### config.mk
export PLATFORM = sky130hd
export DESIGN_NAME = udcfg_top
export DESIGN_NICKNAME = d
export VERILOG_FILES = /design/src/udcfg_timeout.v /design/src/udcfg_top.v
export VERILOG_INCLUDE_DIRS = /design/src /design/src/include
export SDC_FILE = /design/constraint.sdc
export NUM_CORES = 1
export LEC_CHECK = 0
export BUFFER_PORTS_ARGS = -buffer_cell sky130_fd_sc_hd__buf_2
export CAP_MARGIN = 20
export CORE_MARGIN = 1
export CORE_UTILIZATION = 49
export DETAILED_ROUTE_END_ITERATION = 12
export PLACE_DENSITY = 0.71
export SLEW_MARGIN = 10
export SYNTH_ARGS = -nofsm -noshare
export SYNTH_HDL_FRONTEND = slang
export SYNTH_SLANG_ARGS = --single-unit
### constraint.sdc
create_clock -name mclk -period 4.6 [get_ports mclk]
set_input_delay 0.69 -clock mclk [delete_from_list [all_inputs] [get_ports mclk]]
set_output_delay 0.69 -clock mclk [all_outputs]
set_load 0.05 [all_outputs]
### src/include/udcfg_consts.vh
// Purpose: Constants for the device configuration option block
// Assumes: 32-bit AHB-Lite register bus, byte addresses
// Notes:   Offsets are byte addresses of aligned words
`ifndef UDCFG_CONSTS_VH
`define UDCFG_CONSTS_VH

`define UDCFG_OFS_CONFIG        12'h000
`define UDCFG_OFS_CONTROL       12'h004
`define UDCFG_OFS_STATUS        12'h008
`define UDCFG_OFS_IRQ_STATUS    12'h00C
`define UDCFG_OFS_IRQ_CLEAR     12'h010
`define UDCFG_OFS_IRQ_ENABLE    12'h014

`define UDCFG_CFG_RESET         32'h00000000
`define UDCFG_CFG_MASK          32'h000FFFFF
`define UDCFG_BIT_SETDESC       18
`define UDCFG_BIT_REPRG_HOLD    17
`define UDCFG_BIT_HALT_REPLY    16
`define UDCFG_HS_TRIM_HI        15
`define UDCFG_HS_TRIM_LO        13
`define UDCFG_FS_TRIM_HI        12
`define UDCFG_FS_TRIM_LO        10
`define UDCFG_BIT_STUCK_DET     9
`define UDCFG_BIT_STAT_HI       8
`define UDCFG_BIT_STAT_LO       7
`define UDCFG_BIT_REPRG_DONE    13

`define UDCFG_HS_BASE_BITS      736
`define UDCFG_HS_MAX_BITS       848
`define UDCFG_FS_BASE_BITS      16
`define UDCFG_FS_MAX_BITS       18
`define UDCFG_STUCK_TIME_US     2000
`define UDCFG_MCLK_MHZ          40
`define UDCFG_STUCK_CYCLES      (`UDCFG_STUCK_TIME_US * `UDCFG_MCLK_MHZ)

`define UDCFG_HS_NAK            2'h0
`define UDCFG_HS_ACK            2'h1
`define UDCFG_HS_STALL          2'h2
`define UDCFG_HS_FWD            2'h3

`define UDCFG_EV_STUCK          0
`define UDCFG_EV_SETDESC        1
`define UDCFG_EV_CFGREQ         2
`define UDCFG_EV_BITS           3

`endif

### src/udcfg_timeout.v
// Purpose: Bus turnaround timeout counter on link clock edges
// Assumes: linkTick is a one-cycle pulse per rising link clock edge
// Notes:   Base count plus trim value of extra link clocks
`timescale 1ns/1ps
`include "udcfg_consts.vh"
module udcfg_timeout #(
   parameter HS_BASE = `UDCFG_HS_BASE_BITS,
   parameter FS_BASE = `UDCFG_FS_BASE_BITS
) (
   input  wire        mclk,
   input  wire        reset,
   input  wire        linkTick,
   input  wire        start,
   input  wire        highSpeed,
   input  wire [2:0]  trim,
   output reg         expired
);
   reg  [9:0] count_reg;
   reg        run_reg;
   wire [9:0] limit;

   assign limit = (highSpeed ? HS_BASE[9:0] : FS_BASE[9:0]) + {7'h00, trim};

   always @(posedge mclk or posedge reset) begin
      if (reset) begin
         count_reg <= 10'h000;
         run_reg   <= 1'b0;
         expired   <= 1'b0;
      end else begin
         expired <= 1'b0;
         if (start) begin
            count_reg <= 10'h000;
            run_reg   <= 1'b1;
         end else if (run_reg && linkTick) begin
            if (count_reg + 10'h001 >= limit) begin
               run_reg <= 1'b0;
               expired <= 1'b1;
            end
            count_reg <= count_reg + 10'h001;
         end
      end
   end
endmodule // udcfg_timeout

### src/udcfg_top.v
// Purpose: Endpoint 0 reply policy and link timeouts set by the config register
// Assumes: AHB-Lite slave, single word transfers, link inputs asynchronous
// Notes:   Status-OUT reply: bits 8,7 both set gives STALL, otherwise ACK
`timescale 1ns/1ps
`include "udcfg_consts.vh"
module udcfg_top #(
   parameter STUCK_CYCLES = `UDCFG_STUCK_CYCLES,
   parameter HS_CAPABLE   = 1
) (
   input  wire        mclk,
   input  wire        reset,
   input  wire        hsel,
   input  wire [11:0] haddr,
   input  wire [1:0]  htrans,
   input  wire        hwrite,
   input  wire [2:0]  hsize,
   input  wire [31:0] hwdata,
   input  wire        hready,
   output wire        hreadyout,
   output wire        hresp,
   output reg  [31:0] hrdata,
   output wire        irq,
   input  wire        linkClk,
   input  wire        rxValid,
   input  wire        rxActive,
   input  wire        highSpeed,
   input  wire        turnStart,
   output wire        turnTimeout,
   input  wire        reqValid,
   input  wire        reqSetDesc,
   input  wire        reqSetCfg,
   input  wire        reqClearHaltEp0,
   input  wire        statusInStage,
   input  wire        statusOutData,
   output reg         replyValid,
   output reg  [1:0]  replyCode,
   output reg         setupForward
);
   reg  [31:0] config_reg;
   reg  [31:0] config_next;
   reg  [2:0]  irqStatus_reg;
   reg  [2:0]  irqEnable_reg;
   reg         holdPending_reg;
   reg         phyError_reg;
   reg  [11:0] addr_reg;
   reg         wrPhase_reg;
   reg         rdPhase_reg;
   reg  [2:0]  linkSync_reg;
   reg  [1:0]  rxValidSync_reg;
   reg  [1:0]  rxActiveSync_reg;
   reg  [23:0] stuckCount_reg;
   reg         cfgPending_reg;
   reg  [2:0]  evSet;
   reg  [2:0]  evClear;
   wire        addrPhase;
   wire        linkTick;
   wire        rxBusy;
   wire        stuckEnable;
   wire [2:0]  hsTrim;
   wire [2:0]  fsTrim;
   wire        doneWrite;

   assign addrPhase = hsel && hready && htrans[1];
   assign hreadyout = 1'b1;
   assign hresp     = 1'b0;
   assign irq       = |(irqStatus_reg & irqEnable_reg);

   // Variant without high speed sees these fields as zero
   assign hsTrim = HS_CAPABLE ? config_reg[`UDCFG_HS_TRIM_HI:`UDCFG_HS_TRIM_LO] : 3'h0;
   assign fsTrim = HS_CAPABLE ? config_reg[`UDCFG_FS_TRIM_HI:`UDCFG_FS_TRIM_LO] : 3'h0;
   assign stuckEnable = HS_CAPABLE ? config_reg[`UDCFG_BIT_STUCK_DET] : 1'b0;

   // AHB address phase capture
   always @(posedge mclk or posedge reset) begin
      if (reset) begin
         addr_reg    <= 12'h000;
         wrPhase_reg <= 1'b0;
         rdPhase_reg <= 1'b0;
      end else begin
         wrPhase_reg <= 1'b0;
         rdPhase_reg <= 1'b0;
         if (addrPhase) begin
            addr_reg    <= haddr;
            wrPhase_reg <= hwrite;
            rdPhase_reg <= !hwrite;
         end
      end
   end

   assign doneWrite = wrPhase_reg && (addr_reg == `UDCFG_OFS_CONTROL) &&
                      hwdata[`UDCFG_BIT_REPRG_DONE];

   always @* begin
      config_next = config_reg;
      if (wrPhase_reg && addr_reg == `UDCFG_OFS_CONFIG)
         config_next = hwdata & `UDCFG_CFG_MASK;
   end

   // Registers and read data
   always @(posedge mclk or posedge reset) begin
      if (reset) begin
         config_reg    <= `UDCFG_CFG_RESET;
         irqEnable_reg <= 3'h0;
         hrdata        <= 32'h00000000;
      end else begin
         config_reg <= config_next;
         if (wrPhase_reg && addr_reg == `UDCFG_OFS_IRQ_ENABLE)
            irqEnable_reg <= hwdata[2:0];
         if (addrPhase && !hwrite) begin
            case (haddr)
               `UDCFG_OFS_CONFIG:     hrdata <= config_next;
               `UDCFG_OFS_STATUS:     hrdata <= {29'h0, cfgPending_reg, holdPending_reg,
                                                 phyError_reg};
               `UDCFG_OFS_IRQ_STATUS: hrdata <= {29'h0, irqStatus_reg};
               `UDCFG_OFS_IRQ_ENABLE: hrdata <= {29'h0, irqEnable_reg};
               default:               hrdata <= 32'h00000000;
            endcase
         end
      end
   end

   // Sticky events; set wins over clear
   always @* begin
      evSet = 3'h0;
      evSet[`UDCFG_EV_STUCK]   = stuckEnable && (stuckCount_reg == STUCK_CYCLES[23:0] - 24'h1)
                                 && rxBusy;
      evSet[`UDCFG_EV_SETDESC] = reqValid && reqSetDesc && config_reg[`UDCFG_BIT_SETDESC];
      evSet[`UDCFG_EV_CFGREQ]  = reqValid && reqSetCfg && !statusInStage;
      evClear = (wrPhase_reg && addr_reg == `UDCFG_OFS_IRQ_CLEAR) ? hwdata[2:0] : 3'h0;
   end

   always @(posedge mclk or posedge reset) begin
      if (reset)
         irqStatus_reg <= 3'h0;
      else
         irqStatus_reg <= (irqStatus_reg & ~evClear) | evSet;
   end

   // Link clock and receive lines pass two flops first
   always @(posedge mclk or posedge reset) begin
      if (reset) begin
         linkSync_reg     <= 3'h0;
         rxValidSync_reg  <= 2'h0;
         rxActiveSync_reg <= 2'h0;
      end else begin
         linkSync_reg     <= {linkSync_reg[1:0], linkClk};
         rxValidSync_reg  <= {rxValidSync_reg[0], rxValid};
         rxActiveSync_reg <= {rxActiveSync_reg[0], rxActive};
      end
   end

   assign linkTick = linkSync_reg[1] && !linkSync_reg[2];
   assign rxBusy   = rxValidSync_reg[1] || rxActiveSync_reg[1];

   // Continuous receive activity counter, saturating
   always @(posedge mclk or posedge reset) begin
      if (reset) begin
         stuckCount_reg <= 24'h000000;
         phyError_reg   <= 1'b0;
      end else begin
         if (!rxBusy || !stuckEnable)
            stuckCount_reg <= 24'h000000;
         else if (stuckCount_reg != STUCK_CYCLES[23:0])
            stuckCount_reg <= stuckCount_reg + 24'h000001;
         if (evSet[`UDCFG_EV_STUCK])
            phyError_reg <= 1'b1;
         else if (evClear[`UDCFG_EV_STUCK])
            phyError_reg <= 1'b0;
      end
   end

   udcfg_timeout u_timeout (
      .mclk      (mclk),
      .reset     (reset),
      .linkTick  (linkTick),
      .start     (turnStart),
      .highSpeed (highSpeed),
      .trim      (highSpeed ? hsTrim : fsTrim),
      .expired   (turnTimeout)
   );

   // Status IN hold after configuration requests
   always @(posedge mclk or posedge reset) begin
      if (reset) begin
         holdPending_reg <= 1'b0;
         cfgPending_reg  <= 1'b0;
      end else begin
         if (reqValid && reqSetCfg && !statusInStage) begin
            cfgPending_reg  <= 1'b1;
            holdPending_reg <= config_reg[`UDCFG_BIT_REPRG_HOLD];
         end else if (doneWrite) begin
            holdPending_reg <= 1'b0;
            cfgPending_reg  <= 1'b0;
         end else if (reqValid && reqSetCfg && statusInStage && !holdPending_reg) begin
            cfgPending_reg  <= 1'b0;
         end
      end
   end

   // Handshake decision, one cycle after the request
   always @(posedge mclk or posedge reset) begin
      if (reset) begin
         replyValid   <= 1'b0;
         replyCode    <= `UDCFG_HS_ACK;
         setupForward <= 1'b0;
      end else begin
         replyValid   <= reqValid;
         setupForward <= 1'b0;
         if (reqValid) begin
            if (reqSetDesc) begin
               if (config_reg[`UDCFG_BIT_SETDESC]) begin
                  replyCode    <= `UDCFG_HS_FWD;
                  setupForward <= 1'b1;
               end else
                  replyCode <= `UDCFG_HS_STALL;
            end else if (reqSetCfg && statusInStage)
               replyCode <= holdPending_reg && !doneWrite ? `UDCFG_HS_NAK : `UDCFG_HS_ACK;
            else if (reqClearHaltEp0)
               replyCode <= config_reg[`UDCFG_BIT_HALT_REPLY] ? `UDCFG_HS_STALL
                                                              : `UDCFG_HS_ACK;
            else if (statusOutData)
               replyCode <= (config_reg[`UDCFG_BIT_STAT_HI] && config_reg[`UDCFG_BIT_STAT_LO])
                            ? `UDCFG_HS_STALL : `UDCFG_HS_ACK;
            else
               replyCode <= `UDCFG_HS_ACK;
         end
      end
   end
endmodule // udcfg_top

[Word-level counts from Yosys, hierarchy flattened]
Cells that the tools add are included.
Cells by class
  add/subtract/negate cells: 3
  $lt $le $gt $ge: 1
  equal/unequal tests: 8
  multiplexer cells: 34
  bitwise logic cells: 4
  reduce and logical (&&, ||, !) cells: 40
Operators by type and width (count)
  case mux 32 bit (4 select lines): 1
  2-to-1 mux 24 bit: 2
  equality test 12 x 5 -> 1 bit, second input constant: 3
  2-to-1 mux 32 bit: 1
  2-to-1 mux 10 bit: 3
  adder 24 x 1 -> 24 bit, second input constant: 1
  equality test 12 x 4 -> 1 bit, second input constant: 2
  equality test 24 x 17 -> 1 bit, second input constant: 1
  zero test 12 bit: 2
  inequality test 24 x 17 -> 1 bit, second input constant: 1
  logical AND 1 bit: 21
  2-to-1 mux 1 bit: 19
  equality test 12 x 3 -> 1 bit, second input constant: 1
  2-to-1 mux 2 bit: 6
  adder 10 x 1 -> 10 bit, second input constant: 1
  adder 10 x 3 -> 10 bit: 1
  >= comparator 10 bit: 1
  nonzero test 2 bit: 5
  zero test 1 bit: 7
  AND 3 bit: 2
  2-to-1 mux 3 bit: 2
  NOT 3 bit: 1
  bitwise OR 3 bit: 1
  nonzero test 3 bit: 1
  3 further kinds: 4
Word-level totals
  register bits after elaboration: 133
  bits of input ports: 65
  output and inout port bits: 40
  logic and storage cells: 109

[Logic depth before layout (Yosys ltp)]
  word-level depth: 8
  depth in mapped cells: 9
  gate-level depth less buffers: 9

[Modules after synthesis]
A second synthesis with hierarchy kept.
Second synthesis, totals
  cells, all modules: 506
  area total of the unflattened synthesis: 5975.7 µm²
By module, submodules not included
  udcfg_top: instances 1, cells each 413, area an instance 5117.4 µm², seq. area each 3029.2 µm²
  udcfg_timeout: instances 1, cells each 93, area an instance 858.3 µm², seq. area each 300.3 µm²

[Worst setup path before layout]
OpenSTA, ideal clock, no wires.
  path kind: flip-flop to flip-flop
  start: reg u_timeout.count_reg[0]
  end: reg u_timeout.run_reg
  library setup time: 0.123 ns
  data arrival time: 2.069 ns
  required time: 4.477 ns
  path slack: 2.409 ns
  cell stages (with the launch flop): 10
  path buffers: 0
  period minus slack after synthesis: 2.191 ns
  cell sequence: dfrtp_1 > ha_1 > nand3_1 > or2_2 > xnor2_1 > ha_1 > and3_1 > o211ai_1 > a211o_1 > o221a_2
Between the ends
  word-level cells in the longest chain between the ends: 4
Ends and longest elaborated chain
  start, declared: line udcfg_timeout.v:18  | reg [9:0] count_reg;
  start signal, assigned: line udcfg_timeout.v:39  | count_reg <= count_reg + 10'h001;
  adder 10 x 1 -> 10 bit: line udcfg_timeout.v:35  | if (count_reg + 10'h001 >= limit) begin
  >= comparator 10 bit: line udcfg_timeout.v:35
  nonzero test 2 bit (no source line)
  AND reduction 2 bit (no source line)
  end signal, assigned: line udcfg_timeout.v:27  | run_reg <= 1'b0;
  end signal, assigned: line udcfg_timeout.v:33  | run_reg <= 1'b1;
  end signal, assigned: line udcfg_timeout.v:36  | run_reg <= 1'b0;
  end, declared: line udcfg_timeout.v:19  | reg run_reg;
No other way between the ends.
A chain may end at the register's enable or synchronous reset.

[Worst setup path after layout]
  start: in htrans[1]
  end: reg hrdata[22]
Between the ends
  word-level cells in the longest chain between the ends: 2
Ends and longest elaborated chain
  start, declared: line udcfg_top.v:14  | input wire [1:0] htrans,
  logical AND 1 bit: line udcfg_top.v:63  | assign addrPhase = hsel && hready && htrans[1];
  logical AND 1 bit: line udcfg_top.v:109  | if (addrPhase && !hwrite) begin
  end signal, assigned: line udcfg_top.v:111  | `UDCFG_OFS_CONFIG: hrdata <= config_next;
  end signal, assigned: line udcfg_top.v:112  | `UDCFG_OFS_STATUS: hrdata <= {29'h0, cfgPending_reg, holdPending_reg,
  end signal, assigned: line udcfg_top.v:114  | `UDCFG_OFS_IRQ_STATUS: hrdata <= {29'h0, irqStatus_reg};
  end, declared: line udcfg_top.v:21  | output reg [31:0] hrdata,
No other way between the ends.

==> results by group <==
Pwr
  • Sw Share: 0.228
  • Cell Pwr Density: just under 400 nW/um^2
  • Clock share of power: 0.466
  • Logic gate share of total power: 0.063
  • Psw: slightly above 0.0006 W
  • P_leak: between 3 and 4 nW
  • Seq pwr share: 0.471
  • Max VDD drop: 0.349 mV
  • Int Power: 0.00205 W

Placed design
  • Post-Place Cells: 702
  • Post-DP HPWL: 8060 um
  • Placer Congestion: approximately 0.80
  • Port buffer count: 86

Timing
  • Finish-stage setup viols: 0
  • Fmax: 0.379 GHz
  • RSZ-0062 raised after global routing: false
  • Crit share post-route: 0.573
  • Hold slack: 352 ps
  • Fin. Hold Viols: 0
  • Total negative slack: 0 ps
  • Max-slew headroom: 0.405
  • Slew Limit Fails: 0
  • Setup Skew: 6.75 ps
  • Slew at the pin closest to its max-slew limit: between 800 and 900 ps
  • Tmin final: about 2600 ps

Worst setup path
  • CP Data Required Time: around 5000 ps
  • Critical R2R Launch: addr_reg[5]
  • Crit path depth: 7
  • Crit path max-delay family: simple AND/OR/NAND/NOR gates
  • WP data arrival: a little under 3000 ps
  • Crit. End Element: flip-flop
  • Crit-path slowest cell: nor4_2
  • Setup Crit Path Kind: in -> reg
  • Crit-path max FO: 24
  • CP bufs+invs: 2
  • Worst path cell trace: buf_2 -> nand3_1 -> nor2_1 -> nand4_1 -> nor4_2 -> buf_4 -> a22o_1
  • R2R setup slack: 2050 ps
  • CP peak stage delay: approximately 700 ps
  • Worst R2R End: hrdata[15]
  • CP Launch Type: input port
  • R2R cell count: 5

Clocking
  • Max H-tree Level: 4
  • Skew-Pair Late Insertion Delay: around 410 ps
  • Clock root cell: clkbuf_16
  • CTS sink count: 133
  • Clock transition at path regs: approximately 60 ps
  • CTS tree: done
  • Number of post-CTS setup repair buffers: 0
  • Clock buffer count from CTS: 17
  • Post_cts resized: 0
  • CTS Buffer Depth: 2
  • # hold bufs at CTS: 0

Final layout
  • Non-filler instance count after layout: between 700 and 800
  • Nets: 654
  • Filler Cells Inserted: 948
  • Util after Layout: 0.603
  • Share of cells above drive strength 1: 0.281
  • Diodes inserted: 0
  • Area growth syn-to-layout: 19.1%

Global routing
  • Gr usage total: 0.209
  • Largest net degree at the start of global routing: 73
  • Initial antenna violation count: 0
  • Vias in the first global route: a little over 4000
  • Gr ovfl total: 0
  • First-pass GRT wire length: 20200 um

Run status
  • Status: finished clean

Synthesis
  • Cell variety after synth: 52
  • Xor/xnor share of the synthesized area: 0.0543
  • Synth Area in Simple Gates: 0.154
  • Cell taking the most area after synthesis: dfrtp_1
  • Compound-gate portion of the synthesized area: 0.0914
  • Mapped Cells: around 490
  • Most used flip-flop cell after synthesis: dfrtp_1
  • Adder-cell area share of the yosys netlist: 0.0237
  • FF+latch count, synth: approximately 130
  • Syn_nets: about 560
  • Mux cell area share after synthesis: 0.0778
  • Mapped Avg Cell Area: 12.0 sq um
  • Top-area cell type share of the netlist area: 0.569
  • Sequential share of the synthesized area: 0.574
  • Post-synth EDFFs: 0
  • Synth area leaders: dfrtp_1 (57%), mux2_2 (5.6%), a22o_1 (4.8%)
  • Main combinational cell family by area after synthesis: simple AND/OR/NAND/NOR gates
  • Share of flip-flops with an asynchronous set or reset: 1.00
  • Mapped Area: 5800 sq um
  • YS warnings: 0

Routing
  • Starting DRC count in detailed routing: 254
  • Pre-Repair DR Iteration Count: 4
  • Met2 WL post-DR: 5580 um
  • DR WL met3: ~630 um
  • Remaining routing DRC violations: 0
  • Vias/cell: between 5 and 6
  • DR vias: about 4000
  • Final antenna-violating net count: 0
  • Routed wire length: between 10000 and 15000 um
  • Metal-1 WL: approximately 5500 um
  • Top sig layer: met4
  • WL/cell: 16.2 um

Worst hold path
  • Min-delay worst type: reg -> reg
  • Worst hold start: linkSync_reg[0]
  • Worst hold stages: 0
  • Hold EP: linkSync_reg[1]

Floorplanning
  • Die height: between 100 and 150 um
  • Die Area: 12300 sq um
  • Die W: 111 um
  • FP Rows: 39
  • IO Pins: between 100 and 150
  • Core area: 11500 sq um
  • Starting Density: 0.506

Flow run
  • Max-Cap Viols: 0
==> power by group through the flow <==
| stage | clock, W | sequential (W) | combinational, W |
|---|---|---|---|
| 3_5_place_dp | 0 | 0.00127 | 0.000169 |
| 3_3_place_gp | 0 | 0.00127 | 0.000163 |
| 6_report | 0.00124 | 0.00125 | 0.000168 |
| 4_1_cts | 0.00126 | 0.00125 | 0.000171 |
| 2_1_floorplan | 0 | 0.00127 | 0.000105 |
| 5_1_grt | 0.00132 | 0.00126 | 0.000188 |
==> worst max-delay path by stage <==
stage | startpoint | to | slack (ps)
2_1_floorplan | reset | addr_reg[0] | 360
3_3_place_gp | htrans[1] | hrdata[30] | 1590
3_5_place_dp | htrans[1] | hrdata[22] | 1520
4_1_cts | htrans[1] | hrdata[22] | 1950
5_1_grt | hsel | hrdata[14] | 1830
6_report | htrans[1] | hrdata[22] | 1960
==> cells in the final DEF, fill, tap and decap left out, types with 3 or more instances in the layout <==
cell type / count
xor2_1: 23
nor4_2: 4
clkinv_2: 7
nor2b_1: 5
mux2i_1: 5
o21ai_0: 10
a22oi_1: 3
xnor2_1: 13
dfrtp_1: 132
a22o_1: 32
nand3_1: 17
o221ai_1: 3
nand2b_1: 3
nand4_1: 12
mux2_2: 29
ha_1: 11
and3_1: 10
a21o_1: 3
buf_2: 86
and2_1: 15
buf_4: 5
nand2_1: 29
clkbuf_1: 3
nor3_1: 8
clkbuf_16: 17
inv_1: 11
a21oi_1: 8
nor2_1: 41
or3_1: 3
nor4_1: 4
mux2_4: 5
==> Yosys cell counts, types with 9 or more instances <==
cell	count
mux2_2	29
xor2_1	23
xnor2_1	13
o21ai_0	10
clkbuf_1	9
nand3_1	17
nand4_1	12
inv_1	12
nor2_1	41
and2_1	15
nand2_1	29
ha_1	11
and3_1	10
a22o_1	32
dfrtp_1	132
==> through the flow <==
stage,total power [W],instance area (sq um),setup WS [ps]
after floorplan,0.00138,5800,357
after global placement,0.00143,6370,1590
after detailed placement,0.00144,6370,1520
after CTS,0.00269,6910,1950
after global routing,0.00276,6910,1830
final,0.00266,6910,1960
==> logic make-up after synthesis <==
family,after synthesis
and+or+nand+nor,165
DFF,133
AOI/OAI and AO/OA,70
muxes,39
xor gates and xnor gates,36
buffers and inverters,29
adders and majority gates,11
other,2
==> cell type report <==
cell class,instances,area [sq um],share of cell area
multi-input combinational,323,2340,0.339
clock inverter,10,81.3,0.0118
clock buffer,22,464,0.0672
tap,143,179,0.0259
timing repair buffer,91,468,0.0677
sequential,133,3330,0.482
inverter,12,47.5,0.00688
==> worst register-to-register path: cells and delay by family, from the launching register on <==
family | cells | cell delay (ps)
compound gates | 1 | 210
simple gates | 3 | 1300
flops | 1 | 390
mux | 1 | 550
==> per-layer routing <==
layer	global-route usage	vias to the layer above
li1	-	1906
met1	0.282	1978
met2	0.321	104
met3	0.0607	14
met4	0.0800	0
met5	0	-
No activity file was read; power rests on OpenSTA's default activity.
